$ cat src/rtl/scr_pkg.sv
// package for the sdram command rate controller
// assumes one host clock domain and pre-decoded bank/row/column requests
package scr_pkg;

    // ==========================================================
    // widths
    localparam int ADDR_W     = 14;
    localparam int BANK_W     = 2;
    localparam int ROW_W      = 14;
    localparam int COL_W      = 9;
    localparam int OPEN_PAGES = 2;

    // ==========================================================
    // timing counts (clk_sys cycles)
    localparam logic [2:0] CL_TWO_CYC    = 3'h2;
    localparam logic [2:0] CL_THREE_CYC  = 3'h3;
    localparam logic [1:0] FAST_GAP_CYC  = 2'h1;
    localparam logic [1:0] SLOW_GAP_CYC  = 2'h2;
    localparam logic [1:0] EDO_FAST_WAIT = 2'h0;
    localparam logic [1:0] EDO_SLOW_WAIT = 2'h1;
    localparam int         BURST_LEN     = 4;

    // ==========================================================
    // command encodings
    typedef enum logic [2:0] {
        CMD_NOP   = 3'b000,
        CMD_ACT   = 3'b001,
        CMD_READ  = 3'b010,
        CMD_WRITE = 3'b011,
        CMD_PRE   = 3'b100
    } scr_cmd_type;

    // ==========================================================
    // carriers
    typedef struct packed {
        logic              write;
        logic [BANK_W-1:0] bank;
        logic [ROW_W-1:0]  row;
        logic [COL_W-1:0]  col;
        logic              burst4;
    } scr_req_type;

    typedef struct packed {
        scr_cmd_type        cmd;
        logic [BANK_W-1:0]  bank;
        logic [ADDR_W-1:0]  addr;
    } scr_mem_cmd_type;

endpackage : scr_pkg

$ cat src/rtl/scr_page_table.sv
// open page tracker: holds at most two open sdram pages
// assumes the scheduler opens only after a free slot or a close
module scr_page_table
    import scr_pkg::*;
(
    // clock and reset
    input  wire logic              clk_sys,
    input  wire logic              rst,
    // lookup
    input  wire logic [BANK_W-1:0] lookBank,
    input  wire logic [ROW_W-1:0]  lookRow,
    output logic                   pageHit,
    output logic                   bankOpen,
    output logic                   slotFree,
    output logic                   victimSlot,
    // update
    input  wire logic              openPage,
    input  wire logic              closePage,
    input  wire logic [BANK_W-1:0] updBank,
    input  wire logic [ROW_W-1:0]  updRow
);

    // ==========================================================
    // storage
    logic [OPEN_PAGES-1:0] valid_r, valid_nxt;
    logic [BANK_W-1:0]     bank_r [OPEN_PAGES];
    logic [BANK_W-1:0]     bank_nxt [OPEN_PAGES];
    logic [ROW_W-1:0]      row_r [OPEN_PAGES];
    logic [ROW_W-1:0]      row_nxt [OPEN_PAGES];
    logic                  lru_r, lru_nxt;

    // ==========================================================
    // lookup
    always_comb
    begin
        pageHit  = 1'b0;
        bankOpen = 1'b0;
        for (int i = 0; i < OPEN_PAGES; i++)
        begin
            if (valid_r[i] && bank_r[i] == lookBank)
            begin
                bankOpen = 1'b1;
                if (row_r[i] == lookRow)
                    pageHit = 1'b1;
            end
        end
        slotFree   = ~&valid_r;
        victimSlot = lru_r;
    end

    // ==========================================================
    // update: never more than two pages, even with four banks
    always_comb
    begin
        valid_nxt = valid_r;
        bank_nxt  = bank_r;
        row_nxt   = row_r;
        lru_nxt   = lru_r;
        for (int i = 0; i < OPEN_PAGES; i++)
        begin
            if (closePage && valid_r[i] && bank_r[i] == updBank)
                valid_nxt[i] = 1'b0;
        end
        if (openPage)
        begin
            if (!valid_nxt[0])
            begin
                valid_nxt[0] = 1'b1;
                bank_nxt[0]  = updBank;
                row_nxt[0]   = updRow;
                lru_nxt      = 1'b1;
            end
            else
            begin
                valid_nxt[1] = 1'b1;
                bank_nxt[1]  = updBank;
                row_nxt[1]   = updRow;
                lru_nxt      = 1'b0;
            end
        end
    end

    always_ff @(posedge clk_sys or posedge rst)
    begin
        if (rst)
        begin
            valid_r <= '0;
            lru_r   <= 1'b0;
            for (int i = 0; i < OPEN_PAGES; i++)
            begin
                bank_r[i] <= '0;
                row_r[i]  <= '0;
            end
        end
        else
        begin
            valid_r <= valid_nxt;
            lru_r   <= lru_nxt;
            bank_r  <= bank_nxt;
            row_r   <= row_nxt;
        end
    end

endmodule : scr_page_table

$ cat src/rtl/scr_command_rate.sv
// sdram command issue and read data scheduling at host clock rate
// assumes requests come from logic on clk_sys and mode pins are held static
module scr_command_rate
    import scr_pkg::*;
(
    // clock and reset
    input  wire logic            clk_sys,
    input  wire logic            rst,
    // mode straps
    input  wire logic            addrWaitStateSelect,
    input  wire logic            casLatencySetting,
    input  wire logic            fourBankParts,
    input  wire logic            edoMode,
    // request
    input  wire logic            reqValid,
    input  wire scr_req_type     reqData,
    output logic                 reqReady,
    // memory command
    output scr_mem_cmd_type      memCmd,
    // read data timing
    output logic                 rdDataExpect,
    output logic                 singleClockMode,
    output logic [1:0]           edoWaitStates
);

    // ==========================================================
    // strap synchroniser: straps come from board pins
    // no reset, so the straps settle while rst is still held
    logic [3:0] strapMeta_r;
    logic [3:0] strapSync_r;
    logic       selSync;
    logic       clSync;
    logic       fourSync;
    logic       edoSync;

    always_ff @(posedge clk_sys)
    begin
        strapMeta_r <= {addrWaitStateSelect, casLatencySetting, fourBankParts, edoMode};
        strapSync_r <= strapMeta_r;
    end

    assign {selSync, clSync, fourSync, edoSync} = strapSync_r;

    // ==========================================================
    // mode decode: 1 selects zero wait states, and fast single clock mode when edoMode is 0
    logic fastMode;
    assign fastMode        = selSync & ~edoSync;
    assign singleClockMode = fastMode;
    assign edoWaitStates   = selSync ? EDO_FAST_WAIT : EDO_SLOW_WAIT;

    function automatic logic [ADDR_W-1:0] col_addr(input logic [COL_W-1:0] c);
        col_addr = ADDR_W'(c);
    endfunction : col_addr

    function automatic logic [BANK_W-1:0] bank_mask(input logic [BANK_W-1:0] b,
                                                    input logic four);
        // two-bank parts only decode the low bank bit
        bank_mask = four ? b : {1'b0, b[0]};
    endfunction : bank_mask

    // ==========================================================
    // page table
    logic              pageHit, bankOpen, slotFree;
    logic              openPage, closePage;
    logic [BANK_W-1:0] updBank;
    logic [BANK_W-1:0] reqBank;
    assign reqBank = bank_mask(reqData.bank, fourSync);

    scr_page_table u_pages (
        .clk_sys    (clk_sys),
        .rst        (rst),
        .lookBank   (reqBank),
        .lookRow    (reqData.row),
        .pageHit    (pageHit),
        .bankOpen   (bankOpen),
        .slotFree   (slotFree),
        .victimSlot (),
        .openPage   (openPage),
        .closePage  (closePage),
        .updBank    (updBank),
        .updRow     (reqData.row)
    );

    // ==========================================================
    // issue control
    logic [1:0]        gap_r, gap_nxt;
    // longest latency plus a four-word burst needs six slots
    localparam int               EXP_W      = 6;
    localparam logic [EXP_W-1:0] EXP_ONES   = '1;
    localparam logic [EXP_W-1:0] BURST_BITS = EXP_W'((1 << BURST_LEN) - 1);

    logic [BANK_W-1:0] lastBank_r, lastBank_nxt;
    scr_mem_cmd_type   cmd_r, cmd_nxt;
    logic [EXP_W-1:0]  expect_r, expect_nxt;
    logic [2:0]        latency;
    logic              canIssue;

    assign latency  = clSync ? CL_THREE_CYC : CL_TWO_CYC;
    // both modes wait out the gap; fast mode column commands leave no gap
    assign canIssue = (gap_r == 2'h0);

    always_comb
    begin
        gap_nxt       = (gap_r != 2'h0) ? gap_r - 2'h1 : 2'h0;
        lastBank_nxt  = lastBank_r;
        cmd_nxt       = '{cmd: CMD_NOP, bank: '0, addr: '0};
        reqReady      = 1'b0;
        openPage      = 1'b0;
        closePage     = 1'b0;
        updBank       = reqBank;
        // data expectation: shift register indexed by latency
        expect_nxt    = {1'b0, expect_r[EXP_W-1:1]};
        if (reqValid && canIssue)
        begin
            if (pageHit)
            begin
                // column command; fast mode every clock
                reqReady = 1'b1;
                cmd_nxt  = '{cmd: reqData.write ? CMD_WRITE : CMD_READ,
                             bank: reqBank, addr: col_addr(reqData.col)};
                gap_nxt  = (fastMode ? FAST_GAP_CYC : SLOW_GAP_CYC) - 2'h1;
                if (!reqData.write)
                begin
                    // new read cuts words still due from an earlier burst
                    expect_nxt = (expect_r >> 1) & ~(EXP_ONES << (latency - 3'h1));
                    if (reqData.burst4)
                    begin
                        // four-word burst streams x111 regardless of mode
                        expect_nxt = expect_nxt | (BURST_BITS << (latency - 3'h1));
                    end
                    else
                        expect_nxt[latency-3'h1] = 1'b1;
                end
            end
            else if (bankOpen || !slotFree)
            begin
                // close wrong page or the most recently opened one to keep two open
                closePage = 1'b1;
                updBank   = bankOpen ? reqBank : lastBank_r;
                cmd_nxt   = '{cmd: CMD_PRE, bank: updBank, addr: '0};
                gap_nxt   = SLOW_GAP_CYC - 2'h1;
            end
            else
            begin
                openPage     = 1'b1;
                lastBank_nxt = reqBank;
                cmd_nxt      = '{cmd: CMD_ACT, bank: reqBank, addr: ADDR_W'(reqData.row)};
                gap_nxt      = SLOW_GAP_CYC - 2'h1;
            end
        end
    end

    always_ff @(posedge clk_sys or posedge rst)
    begin
        if (rst)
        begin
            gap_r       <= '0;
            lastBank_r  <= '0;
            cmd_r       <= '{cmd: CMD_NOP, bank: '0, addr: '0};
            expect_r    <= '0;
        end
        else
        begin
            gap_r       <= gap_nxt;
            lastBank_r  <= lastBank_nxt;
            cmd_r       <= cmd_nxt;
            expect_r    <= expect_nxt;
        end
    end

    assign memCmd       = cmd_r;
    assign rdDataExpect = expect_r[0];

endmodule : scr_command_rate

$ cat config.mk
export PLATFORM = sky130hd
export DESIGN_NAME = scr_command_rate
export DESIGN_NICKNAME = d
export VERILOG_FILES = /design/src/rtl/scr_pkg.sv /design/src/rtl/scr_page_table.sv /design/src/rtl/scr_command_rate.sv
export SDC_FILE = /design/constraint.sdc
export NUM_CORES = 1
export LEC_CHECK = 0
export ABC_CLOCK_PERIOD_IN_PS = 1950
export BUFFER_PORTS_ARGS = -buffer_cell sky130_fd_sc_hd__buf_2
export CAP_MARGIN = 20
export CELL_PAD_IN_SITES_DETAIL_PLACEMENT = 0
export CELL_PAD_IN_SITES_GLOBAL_PLACEMENT = 1
export CORE_ASPECT_RATIO = 1.2
export CORE_MARGIN = 2
export CORE_UTILIZATION = 40
export CTS_BUF_LIST = sky130_fd_sc_hd__clkbuf_2 sky130_fd_sc_hd__clkbuf_4 sky130_fd_sc_hd__clkbuf_8
export CTS_CLUSTER_SIZE = 10
export DETAILED_ROUTE_END_ITERATION = 12
export PLACE_DENSITY_LB_ADDON = 0.1
export SYNTH_ARGS = -nofsm -noshare
export SYNTH_HDL_FRONTEND = slang
export SYNTH_SLANG_ARGS = --single-unit
$ cat constraint.sdc
create_clock -name clk_sys -period 1.95 [get_ports clk_sys]
set_input_delay 0.0975 -clock clk_sys [delete_from_list [all_inputs] [get_ports clk_sys]]
set_output_delay 0.0975 -clock clk_sys [all_outputs]
set_load 0.02 [all_outputs]
==> results.cfg, run 1 <==
[worst_hold_path]
timing.hold.worst.class = input port to flop
min-delay-start = reqData[20]

[synthesis]
mappedNetlistNets = 270
synth_compound_area_frac = 0.0823
synthesis.area_per_instance_um2 = 13.3
xor_xnor_share_of_the_synthesized_area = 0.0862
syn-instance-count = 236
muxShareOfSynthArea = 0.155
largest_area_contributor_in_the_netlist = dfrtp_1
synth_simple_gate_area_share = 0.0922
yosys-top-cells-area = dfrtp_1, mux2_2, xor2_1
netlist_area_um2 = 3150
postSynthRegisterBits = 71
synth-main-ff-cell = dfrtp_1
synth.yosys.warnings = 0
asyncSetResetFlopFracSynth = 0.887
synth_cell_type_count = 44
yosys.area_share.adder = 0
synth-seq-area-share = 0.552
netlist.area_leader.share = 0.501
dominant_combinational_cell_family_by_area_after_synthesis = multiplexers
synth-edff-count = 0

[grt]
first_global_vias = 2198
grt_first_pass_wirelength_um = 11100
antenna_violations_before_repair = 0
global_route.usage.total = 0.171
gr-total-overflow = 0
grt_max_degree = 26

[power]
leakage_nw = 2.02
power_switching_share = 0.331
comb_power_share = 0.383
power_frac_seq = 0.421
power_frac_clock = 0.196
power_per_cell_area_nw_per_um2 = 1260
vdd_ir_drop_max_mv = 0.567
switchingPower_mw = 1.75
power.internal_mw = 3.53
report.power.total_mw = 5.28

[place]
dpl.cell_count = 404
io_buffers = 56
gp_routability_congestion = 0.823
post-dp-hpwl_um = 4990

[cts]
cts_buffers = 9
numClockSinks = 71
clockRootBuffer = clkbuf_8
tritoncts = done
htree_num_levels = 3
clk_lat_worst_skew_ns = 0.35
clock_tree.buffer_depth = 2
path_clk_slew_ns = 0.08

[status]
run_status = finished, violations left
violated_checks = negative setup slack

[die]
initial_standard_cell_utilization_of_the_core = 0.411
floorplan.rows = 35
fp.dieArea_um2 = 8600
io_pins = 58
die-width_um = 85.0
core_region_area_um2 = 7660
chipHeight_um = 101

[routing]
detail_route.iter0.violations = 71
num_vias = 2156
drtAntennaViolNets = 0
length_of_the_first_detailed_routing_pass_in_iterations = 4
route.detailed.vias_per_inst = 4.90
routed_wire_per_std_cell_um = 15.4
detail_route.wirelength_um = 6770
drc = 0

[critical_path]
worst_path_largest_cell_delay_ns = 0.39
r2r-start = u_pages.row_r[13]$_DFFE_PP0P_
type_of_element_capturing_the_critical_path = flop
timing.critical_path.from_type = flop
timing.critical_path.from = u_pages.row_r[13]$_DFFE_PP0P_
critPathSlowestCell = dfrtp_1
path_cells = xor2_1, nor4_1, nand2_1, buf_4, o32a_1, nor3_4, mux2_2
cp_max_fo = 3
timing.critical_path.arrival_ns = 2.38
worstPathRequired_ns = 2.19
timing_worst_setup_path_type = flop to flop

[sta]
max_clock_freq_mhz = 467
skew_ns = 0.0102
timing.final.crit_share = 1.10
finalSetupTns_ns = -0.707
timing.final.max_slew_violations = 0
final-hold-violation-count = 0
rsz_0062_raised_after_global_routing = true
number_of_endpoints_failing_setup_at_the_final_stage = 5
final.min_clock_period_ns = 2.14
postLayoutSetupSlackWorst_ns = -0.191

[finish]
insertedDiodeCount = 0
mostFrequentLayoutCell = dfrtp_1
synthToLayoutAreaGrowth_pct = 33.3
num-fill-cells = 680
finalNetCount = 377
final_cells = 440
drive_gt1_frac = 0.477
post_layout_util = 0.548
final_cell_mix = dfrtp_1, buf_2, mux2_2

[run]
timing.max_cap.violations = 0
-- routing by layer --
layer  global-route usage  vias up  routed length (um)
met5                    0        -                   0
met4               0.0806        0                 144
met3               0.0375       12                 197
met2                0.291       32                3560
met1                0.208     1072                2870
li1                     -     1040                   -
-- path summary, 6_finish.rpt --
check                                           endpoint  slack [ns]  cells past startpoint
setup reg to reg                   expect_r[3]$_DFF_PP0_       -0.19                      7
hold / removal                      memCmd[10]$_DFF_PP0_        0.04                      2
setup / recovery                   expect_r[3]$_DFF_PP0_       -0.19                      7
min in group asynchronous           memCmd[11]$_DFF_PP0_        0.32                      3
hold reg to reg                   strapSync_r[1]$_DFF_P_        0.33                      0
max in group asynchronous  u_pages.row_r[12]$_DFFE_PP0P_        1.09                      4
-- layout make-up --
| class | count | area (um^2) | area share |
|---|---|---|---|
| inverter | 7 | 26.3 | 0.00626 |
| timing repair buffer | 106 | 769 | 0.183 |
| multi-input combinational | 148 | 1380 | 0.328 |
| sequential | 71 | 1740 | 0.414 |
| tap | 92 | 115 | 0.0274 |
| clock inverter | 4 | 25.0 | 0.00596 |
| clock buffer | 12 | 146 | 0.0349 |
-- synth_stat cells (2+ instances only) --
master,count
dfrtp_1,63
mux2_2,35
xor2_1,26
a22o_1,9
and2_1,9
dfxtp_1,8
inv_1,7
mux2i_1,7
nor2_1,7
nor4_1,6
buf_4,5
nand2_1,5
xnor2_1,5
a21oi_1,4
a21o_1,2
and3_1,2
buf_2,2
buf_6,2
nand3_1,2
nand4_1,2
nor2_4,2
o21ai_0,2
o2bb2ai_1,2
o32a_1,2
-- critical path: cells and delay by family, from the launching register on --
kind                   cells  cell delay (ns)
AND/OR/NAND/NOR            3             0.65
flip-flops                 1             0.39
multiplexers               1             0.36
AO/OA/AOI/OAI              1             0.34
buffers and inverters      1             0.16
XOR/XNOR                   1             0.14
-- sequential cells by signal (all words and copies together) (netlist names) --
name / flops
strapMeta_r: 4
u_pages.row_r: 28
memCmd: 19
expect_r: 6
strapSync_r: 4
gap_r: 2
u_pages.valid_r: 2
u_pages.bank_r: 4
lastBank_r: 2
-- power by group through the flow --
stage                     clock network [mW]  logic (mW)  registers [mW]
after floorplan                            0        1.22            2.27
after global placement                     0        1.87            2.22
after detailed placement                   0        1.89            2.24
after CTS                               1.08        1.95            2.22
after global routing                    1.14        2.21            2.27
final                                   1.04        2.02            2.22
-- cell families (layout without fill, tap and decap cells) --
group,after synthesis,after routing
flip-flops,71,71
multiplexers,43,43
AND/OR/NAND/NOR,43,43
XOR/XNOR,31,31
AO/OA/AOI/OAI,30,30
buffers and inverters,17,129
other,1,1
-- stage by stage --
stage                     hold slack (ns)  instance area [um^2]  worst slack [ns]
after floorplan                     0.125                  3150           0.00644
after global routing               0.0336                  4200            -0.303
after CTS                          0.0216                  4110            -0.205
final                              0.0387                  4200            -0.191
after detailed placement            0.159                  3740           -0.0417
after global placement              0.158                  3740           -0.0693
-- what timing repair did --
item,CTS,global route
gates resized for setup,7,15
hold buffers,14,0
pin swaps,8,9
buffers inserted,4,5
endpoints found under the hold margin,31,0
endpoints found under the setup margin,18,50
Note: power is estimated with default switching activity, not from simulation.
==> inputs of run 2 (changes only) <==
--- a/config.mk
+++ b/config.mk
@@ -5,14 +5,15 @@
 export SDC_FILE = /design/constraint.sdc
 export NUM_CORES = 1
 export LEC_CHECK = 0
+export ABC_AREA = 1
 export ABC_CLOCK_PERIOD_IN_PS = 1950
 export BUFFER_PORTS_ARGS = -buffer_cell sky130_fd_sc_hd__buf_2
 export CAP_MARGIN = 20
 export CELL_PAD_IN_SITES_DETAIL_PLACEMENT = 0
 export CELL_PAD_IN_SITES_GLOBAL_PLACEMENT = 1
 export CORE_ASPECT_RATIO = 1.2
-export CORE_MARGIN = 2
-export CORE_UTILIZATION = 40
+export CORE_MARGIN = 10
+export CORE_UTILIZATION = 39
 export CTS_BUF_LIST = sky130_fd_sc_hd__clkbuf_2 sky130_fd_sc_hd__clkbuf_4 sky130_fd_sc_hd__clkbuf_8
 export CTS_CLUSTER_SIZE = 10
 export DETAILED_ROUTE_END_ITERATION = 12
==> run 2 against run 1 <==
The run now ends clean; final cell count increased by 26%; area after synthesis increased by 1.7%; global-route usage decreased by 4.5 points; largest cell class unchanged; sequential power decreased by 3%; maximum frequency increased by 19%; flip-flop and latch count unchanged; critical path depth increased by 3; hold slack got worse by 0.0073 ns; non-clock buffer count decreased by 17; synthesized cell count increased by 54%; clock skew about the same; critical endpoint is now reqReady.
==> results.cfg, run 2 <==
[routing]
drtAntennaViolNets = 0
drc = 0
length_of_the_first_detailed_routing_pass_in_iterations = 4
routed-wl-met3_um = 340
route.detailed.vias_per_inst = 4.54
routed_wire_per_std_cell_um = 13.6
num_vias = 2510
detail_route.iter0.violations = 107
detail_route.wirelength_um = 7520
maxUsedRoutingLayer = met4
met2_wire_length_um = 3670
wl_met1_um = 3370

[place]
io_buffers = 56
gp_routability_congestion = 0.786
placed_area_um2 = 3620
dpl.cell_count = 511
post-dp-hpwl_um = 5390

[cts]
clock_tree.buffer_depth = 2
clockRootBuffer = clkbuf_8
path_clk_slew_ns = 0.08
tritoncts = done
htree_num_levels = 3
clk_lat_worst_skew_ns = 0.34
numClockSinks = 71
cts_buffers = 9

[sta]
timing.final.crit_share = 0.922
rsz_0062_raised_after_global_routing = false
finalSetupTns_ns = 0
number_of_endpoints_failing_setup_at_the_final_stage = 0
final-hold-violation-count = 0
skew_ns = 0.0100
final.min_clock_period_ns = 1.80
max_clock_freq_mhz = 556
timing.final.max_slew_violations = 0

[worst_hold_path]
timing.hold.worst.class = input port to flop

[finish]
final_cell_mix = nand2_1, dfrtp_1, buf_2
insertedDiodeCount = 0
registers.top_by_ff_count = u_pages.row_r
finalNetCount = 487
design_area_um2 = 4090
synthToLayoutAreaGrowth_pct = 27.6
drive_gt1_frac = 0.314
mostFrequentLayoutCell = nand2_1
flip_flop_count_of_the_largest_register_all_copies_and_words_added = 28
final_cells = 553

[synthesis]
postSynthRegisterBits = 71
synth-edff-count = 0
synth-main-ff-cell = dfrtp_1
netlist_area_um2 = 3200
synth.cells.most_frequent = nand2_1, dfrtp_1, inv_1
synth.yosys.warnings = 0
synthMostInstantiatedCell = nand2_1
yosys-top-cells-area = dfrtp_1, nand2_1, dfxtp_1
netlist.area_leader.share = 0.492
syn-instance-count = 363
mappedNetlistNets = 397
synth_cell_type_count = 27
asyncSetResetFlopFracSynth = 0.887
largest_area_contributor_in_the_netlist = dfrtp_1
synth-seq-area-share = 0.542
synthesis.area_per_instance_um2 = 8.82

[critical_path]
worstPathRequired_ns = 1.85
type_of_element_capturing_the_critical_path = output port
regToRegSetupSlack_ns = 0.21
timing.critical_path.from_type = flop
timing_worst_setup_path_type = flop to output port
timing.critical_path.arrival_ns = 1.70
cp_max_fo = 5

[power]
power_switching_share = 0.351
switchingPower_mw = 1.71
power.internal_mw = 3.16
power_frac_clock = 0.243
report.power.total_mw = 4.87
leakage_nw = 2.21
comb_power_share = 0.316
power_per_cell_area_nw_per_um2 = 1190
vdd_ir_drop_max_mv = 0.467
power_frac_seq = 0.441

[die]
chipHeight_um = 119
core_region_area_um2 = 8060
floorplan.rows = 36
io_pins = 58
fp.dieArea_um2 = 12200
die-width_um = 103
initial_standard_cell_utilization_of_the_core = 0.397

[grt]
grt_first_pass_wirelength_um = 12100
global_route.usage.total = 0.126
gr-total-overflow = 0
antenna_violations_before_repair = 0
grt_max_degree = 30
first_global_vias = 2467

[status]
run_status = completed

[run]
timing.max_cap.violations = 0
==> run 2: cell count changes after synthesis, sizes merged, moves of 6 or more <==
cell,previous run,this run
mux2i,8,0
nand2,6,114
a22o,9,0
nand3,3,15
nor2,10,30
mux2,35,0
o21ai,2,45
and2,9,0
nor4,6,0
xor2,26,9
inv,7,47
==> run 2: path summary, 6_finish.rpt <==
check                                              startpoint                            end  depth (start not counted)
worst max-delay path            u_pages.bank_r[0]$_DFFE_PP0P_                       reqReady                         10
worst min-delay path                              reqData[21]           memCmd[11]$_DFF_PP0_                          3
worst max register to register  u_pages.bank_r[0]$_DFFE_PP0P_          expect_r[2]$_DFF_PP0_                         13
worst min register to register         strapMeta_r[2]$_DFF_P_         strapSync_r[2]$_DFF_P_                          0
max in group asynchronous                                 rst             gap_r[1]$_DFF_PP0_                          4
min in group asynchronous                                 rst  u_pages.row_r[10]$_DFFE_PP0P_                          3
==> run 2: critical path, cell delays in order, from the launching register on <==
cell and delay, ns:
dfrtp_1 0.41, inv_2 0.08, nor2_1 0.05, nor2_2 0.11, nand2_2 0.11, nor2_4 0.13, nand3_2 0.11, nand2_4 0.11
nand2_8 0.06, inv_8 0.07, buf_4 0.13
==> run 2: through the flow <==
| stage | hold slack, ns | setup slack (ns) | util |
|---|---|---|---|
| 5_1_grt | 0.0327 | 0.0122 | 0.507 |
| 3_5_place_dp | 0.149 | 0.245 | 0.448 |
| 4_1_cts | 0.0123 | 0.0125 | 0.492 |
| 3_3_place_gp | 0.152 | 0.280 | 0.448 |
| 2_1_floorplan | 0.125 | 0.283 | - |
| 6_report | 0.0314 | 0.151 | 0.507 |
==> run 2: final cells by class <==
type / instances / area (um^2)
Multi-Input combinational cell: 234 / 1250
Clock buffer: 12 / 153
Sequential cell: 71 / 1740
Fill cell: 789 / 3980
Inverter: 47 / 184
Timing Repair inverter: 1 / 6.26
Clock inverter: 4 / 45.0
Timing Repair Buffer: 89 / 593
Tap cell: 95 / 119
==> run 2: routing by layer <==
layer / global-route usage / vias up
met5: 0 / -
met4: 0.0583 / 0
met3: 0.0324 / 10
met2: 0.203 / 49
met1: 0.153 / 1147
li1: - / 1304
==> run 2: what timing repair did <==
action / in CTS / in global routing
hold buffers: 15 / 0
pin swaps: 0 / 5
cloned: 0 / 1
buffers inserted: 0 / 10
resized for setup: 2 / 11
hold endpoints to repair: 36 / 0
setup endpoints to repair: 1 / 1
==> run 2: power groups by stage <==
stage | logic [mW] | clock network (mW) | registers (mW)
after global routing | 1.78 | 1.29 | 2.20
after floorplan | 1.03 | 0 | 2.20
final | 1.54 | 1.18 | 2.15
after detailed placement | 1.50 | 0 | 2.17
after CTS | 1.52 | 1.21 | 2.14
after global placement | 1.48 | 0 | 2.16
==> run 2: kinds of logic after synthesis <==
logic type	count (synthesis)	synth area share
AND/OR/NAND/NOR	171	0.252
AO/OA/AOI/OAI	46	0.0832
flip-flops	71	0.542
other	1	0.00117
buffers and inverters	58	0.0770
XOR/XNOR	16	0.0438
==> inputs of run 3 (changes only) <==
--- a/config.mk
+++ b/config.mk
@@ -18,6 +18,8 @@
 export CTS_CLUSTER_SIZE = 10
 export DETAILED_ROUTE_END_ITERATION = 12
 export PLACE_DENSITY_LB_ADDON = 0.1
+export SETUP_SLACK_MARGIN = 0.4
+export SLEW_MARGIN = 20
 export SYNTH_ARGS = -nofsm -noshare
 export SYNTH_HDL_FRONTEND = slang
 export SYNTH_SLANG_ARGS = --single-unit
==> run 3 against run 2 <==
Utilization grew 1.5 points; count of clock-buffer cells in the layout fell by 3; hold slack worse by 0.016 ns; clock power barely moved; largest cell class unchanged; highest routed layer unchanged; sequential share of layout area fell by 1.3 points; sequential power about the same; critical path type unchanged; critical path depth shrank 1; global-route usage is 0.27 points higher.
==> results.cfg, run 3 (synthesis gave the netlist of run 2 again) <==
[critical_path]
r2r-start = u_pages.row_r[8]$_DFFE_PP0P_
critPathSlowestCell = dfrtp_1
timing_worst_setup_path_type = flop to output port
cpMostUsedCell = nor2_1
timing.critical_path.from_type = flop
timing.critical_path.arrival_ns = 1.70
worstPathRequired_ns = 1.85
cp_max_fo = 2
worst_path_largest_cell_delay_ns = 0.40
regToRegSetupSlack_ns = 0.18
reg2reg_depth = 12
worstReg2RegEnd = expect_r[2]$_DFF_PP0_
type_of_element_capturing_the_critical_path = output port
path_cells = xor2_1, nor2_1, nand2_1, nor2_1, nand3_2, nand2_2, nand2_4, inv_8, buf_6

[cts]
clk_lat_worst_skew_ns = 0.35
cts_buffers = 9
numClockSinks = 71
tritoncts = done
htree_num_levels = 3
path_clk_slew_ns = 0.08
clockRootBuffer = clkbuf_8
clock_tree.buffer_depth = 2

[sta]
final.min_clock_period_ns = 1.80
rsz_0062_raised_after_global_routing = true
skew_ns = 0.00904
number_of_endpoints_failing_setup_at_the_final_stage = 0
worst_hold_slack_ns = 0.0152
max_clock_freq_mhz = 556
timing.final.crit_share = 0.922
final-hold-violation-count = 0
finalSetupTns_ns = 0
timing.final.max_slew_violations = 0

[routing]
length_of_the_first_detailed_routing_pass_in_iterations = 4
detail_route.iter0.violations = 100
detail_route.wirelength_um = 7560
drtAntennaViolNets = 0
num_vias = 2526
drc = 0
routed_wire_per_std_cell_um = 13.7
route.detailed.vias_per_inst = 4.58

[finish]
registers.top_by_ff_count = u_pages.row_r
mostFrequentLayoutCell = nand2_1
synthToLayoutAreaGrowth_pct = 31.4
final_cell_mix = nand2_1, dfrtp_1, buf_2
drive_gt1_frac = 0.337
insertedDiodeCount = 0
final_cells = 552
flip_flop_count_of_the_largest_register_all_copies_and_words_added = 28
finalNetCount = 486

[power]
power.internal_mw = 3.19
leakage_nw = 2.29
power_frac_seq = 0.427
vdd_ir_drop_max_mv = 0.494
power_frac_clock = 0.235
comb_power_share = 0.339
power_switching_share = 0.364
switchingPower_mw = 1.83
power_per_cell_area_nw_per_um2 = 1190

[die]
initial_standard_cell_utilization_of_the_core = 0.397
die-width_um = 103
core_region_area_um2 = 8060
io_pins = 58
floorplan.rows = 36
fp.dieArea_um2 = 12200
chipHeight_um = 119

[place]
post-dp-hpwl_um = 5360
io_buffers = 56
dpl.cell_count = 511
gp_routability_congestion = 0.793

[worst_hold_path]
timing.hold.worst.class = input port to flop
worstHoldEndpoint = gap_r[0]$_DFF_PP0_
min-delay-start = reqValid
min_delay_path_depth = 3

[grt]
first_global_vias = 2506
antenna_violations_before_repair = 0
grt_max_degree = 45
gr-total-overflow = 0
grt_first_pass_wirelength_um = 12300
global_route.usage.total = 0.129

[run]
timing.max_cap.violations = 0

[status]
run_status = completed
[run 3: cell types whose count changed in the layout (fill, tap and decap cells not counted), moves of 5 or more]
| cell | before | now |
|---|---|---|
| nand2_1 | 97 | 91 |
| o21ai_1 | 10 | 15 |
| buf_6 | 0 | 6 |
| o21ai_0 | 26 | 19 |
| nand2_4 | 1 | 11 |
| buf_4 | 17 | 8 |
[run 3: cell type report]
cell class | instances | area (um^2)
Tap cell | 95 | 119
Multi-Input combinational cell | 234 | 1330
Sequential cell | 71 | 1740
Clock inverter | 7 | 72.6
Inverter | 47 | 190
Timing Repair Buffer | 89 | 638
Fill cell | 793 | 3860
Clock buffer | 9 | 124
[run 3: worst max path at each step]
| stage | depth (start not counted) | slack [ns] | endpoint | start |
|---|---|---|---|---|
| 2_1_floorplan | 12 | 0.51 | expect_r[2]$_DFF_PP0_ | u_pages.bank_r[2]$_DFFE_PP0P_ |
| 3_3_place_gp | 12 | 0.27 | gap_r[0]$_DFF_PP0_ | u_pages.row_r[19]$_DFFE_PP0P_ |
| 3_5_place_dp | 12 | 0.20 | memCmd[3]$_DFF_PP0_ | u_pages.row_r[19]$_DFFE_PP0P_ |
| 4_1_cts | 11 | 0.14 | reqReady | u_pages.row_r[18]$_DFFE_PP0P_ |
| 5_1_grt | 12 | 0.05 | expect_r[2]$_DFF_PP0_ | u_pages.row_r[8]$_DFFE_PP0P_ |
| 6_report | 9 | 0.15 | reqReady | u_pages.row_r[8]$_DFFE_PP0P_ |
[run 3: stage by stage]
| stage | util | instance area (um^2) | power (mW) | setup WS [ns] |
|---|---|---|---|---|
| after CTS | 0.498 | 4020 | 4.91 | 0.144 |
| after global placement | 0.447 | 3610 | 3.64 | 0.271 |
| after global routing | 0.522 | 4210 | 5.41 | 0.0540 |
| after floorplan | - | 3210 | 3.23 | 0.511 |
| after detailed placement | 0.447 | 3610 | 3.66 | 0.199 |
| final | 0.522 | 4210 | 5.02 | 0.152 |
[run 3: timing repair]
action | in CTS | in global routing
endpoints found under the setup margin | 22 | 58
hold endpoints to repair | 36 | 0
resized for setup | 14 | 42
cloned | 0 | 0
hold buffers | 15 | 0
setup buffers | 3 | 7
pin swaps | 6 | 3
[run 3: power by group through the flow]
stage | combinational (mW) | clock [mW] | sequential, mW
floorplan | 1.03 | 0 | 2.20
global placement | 1.48 | 0 | 2.15
detailed placement | 1.50 | 0 | 2.16
CTS | 1.55 | 1.22 | 2.13
global route | 1.94 | 1.27 | 2.19
finish | 1.70 | 1.18 | 2.14
[run 3: critical path, delay by kind of cell, from the launching register on]
kind                   cells  cell delay (ns)
XOR/XNOR                   1             0.15
flip-flops                 1             0.40
buffers and inverters      2             0.18
AND/OR/NAND/NOR            6             0.62
[run 3: routing by layer]
metal | GRT usage | wire [um] | up-vias
li1 | - | - | 1296
met1 | 0.157 | 3350 | 1170
met2 | 0.205 | 3690 | 48
met3 | 0.0341 | 379 | 12
met4 | 0.0610 | 141 | 0
met5 | 0 | 0 | -
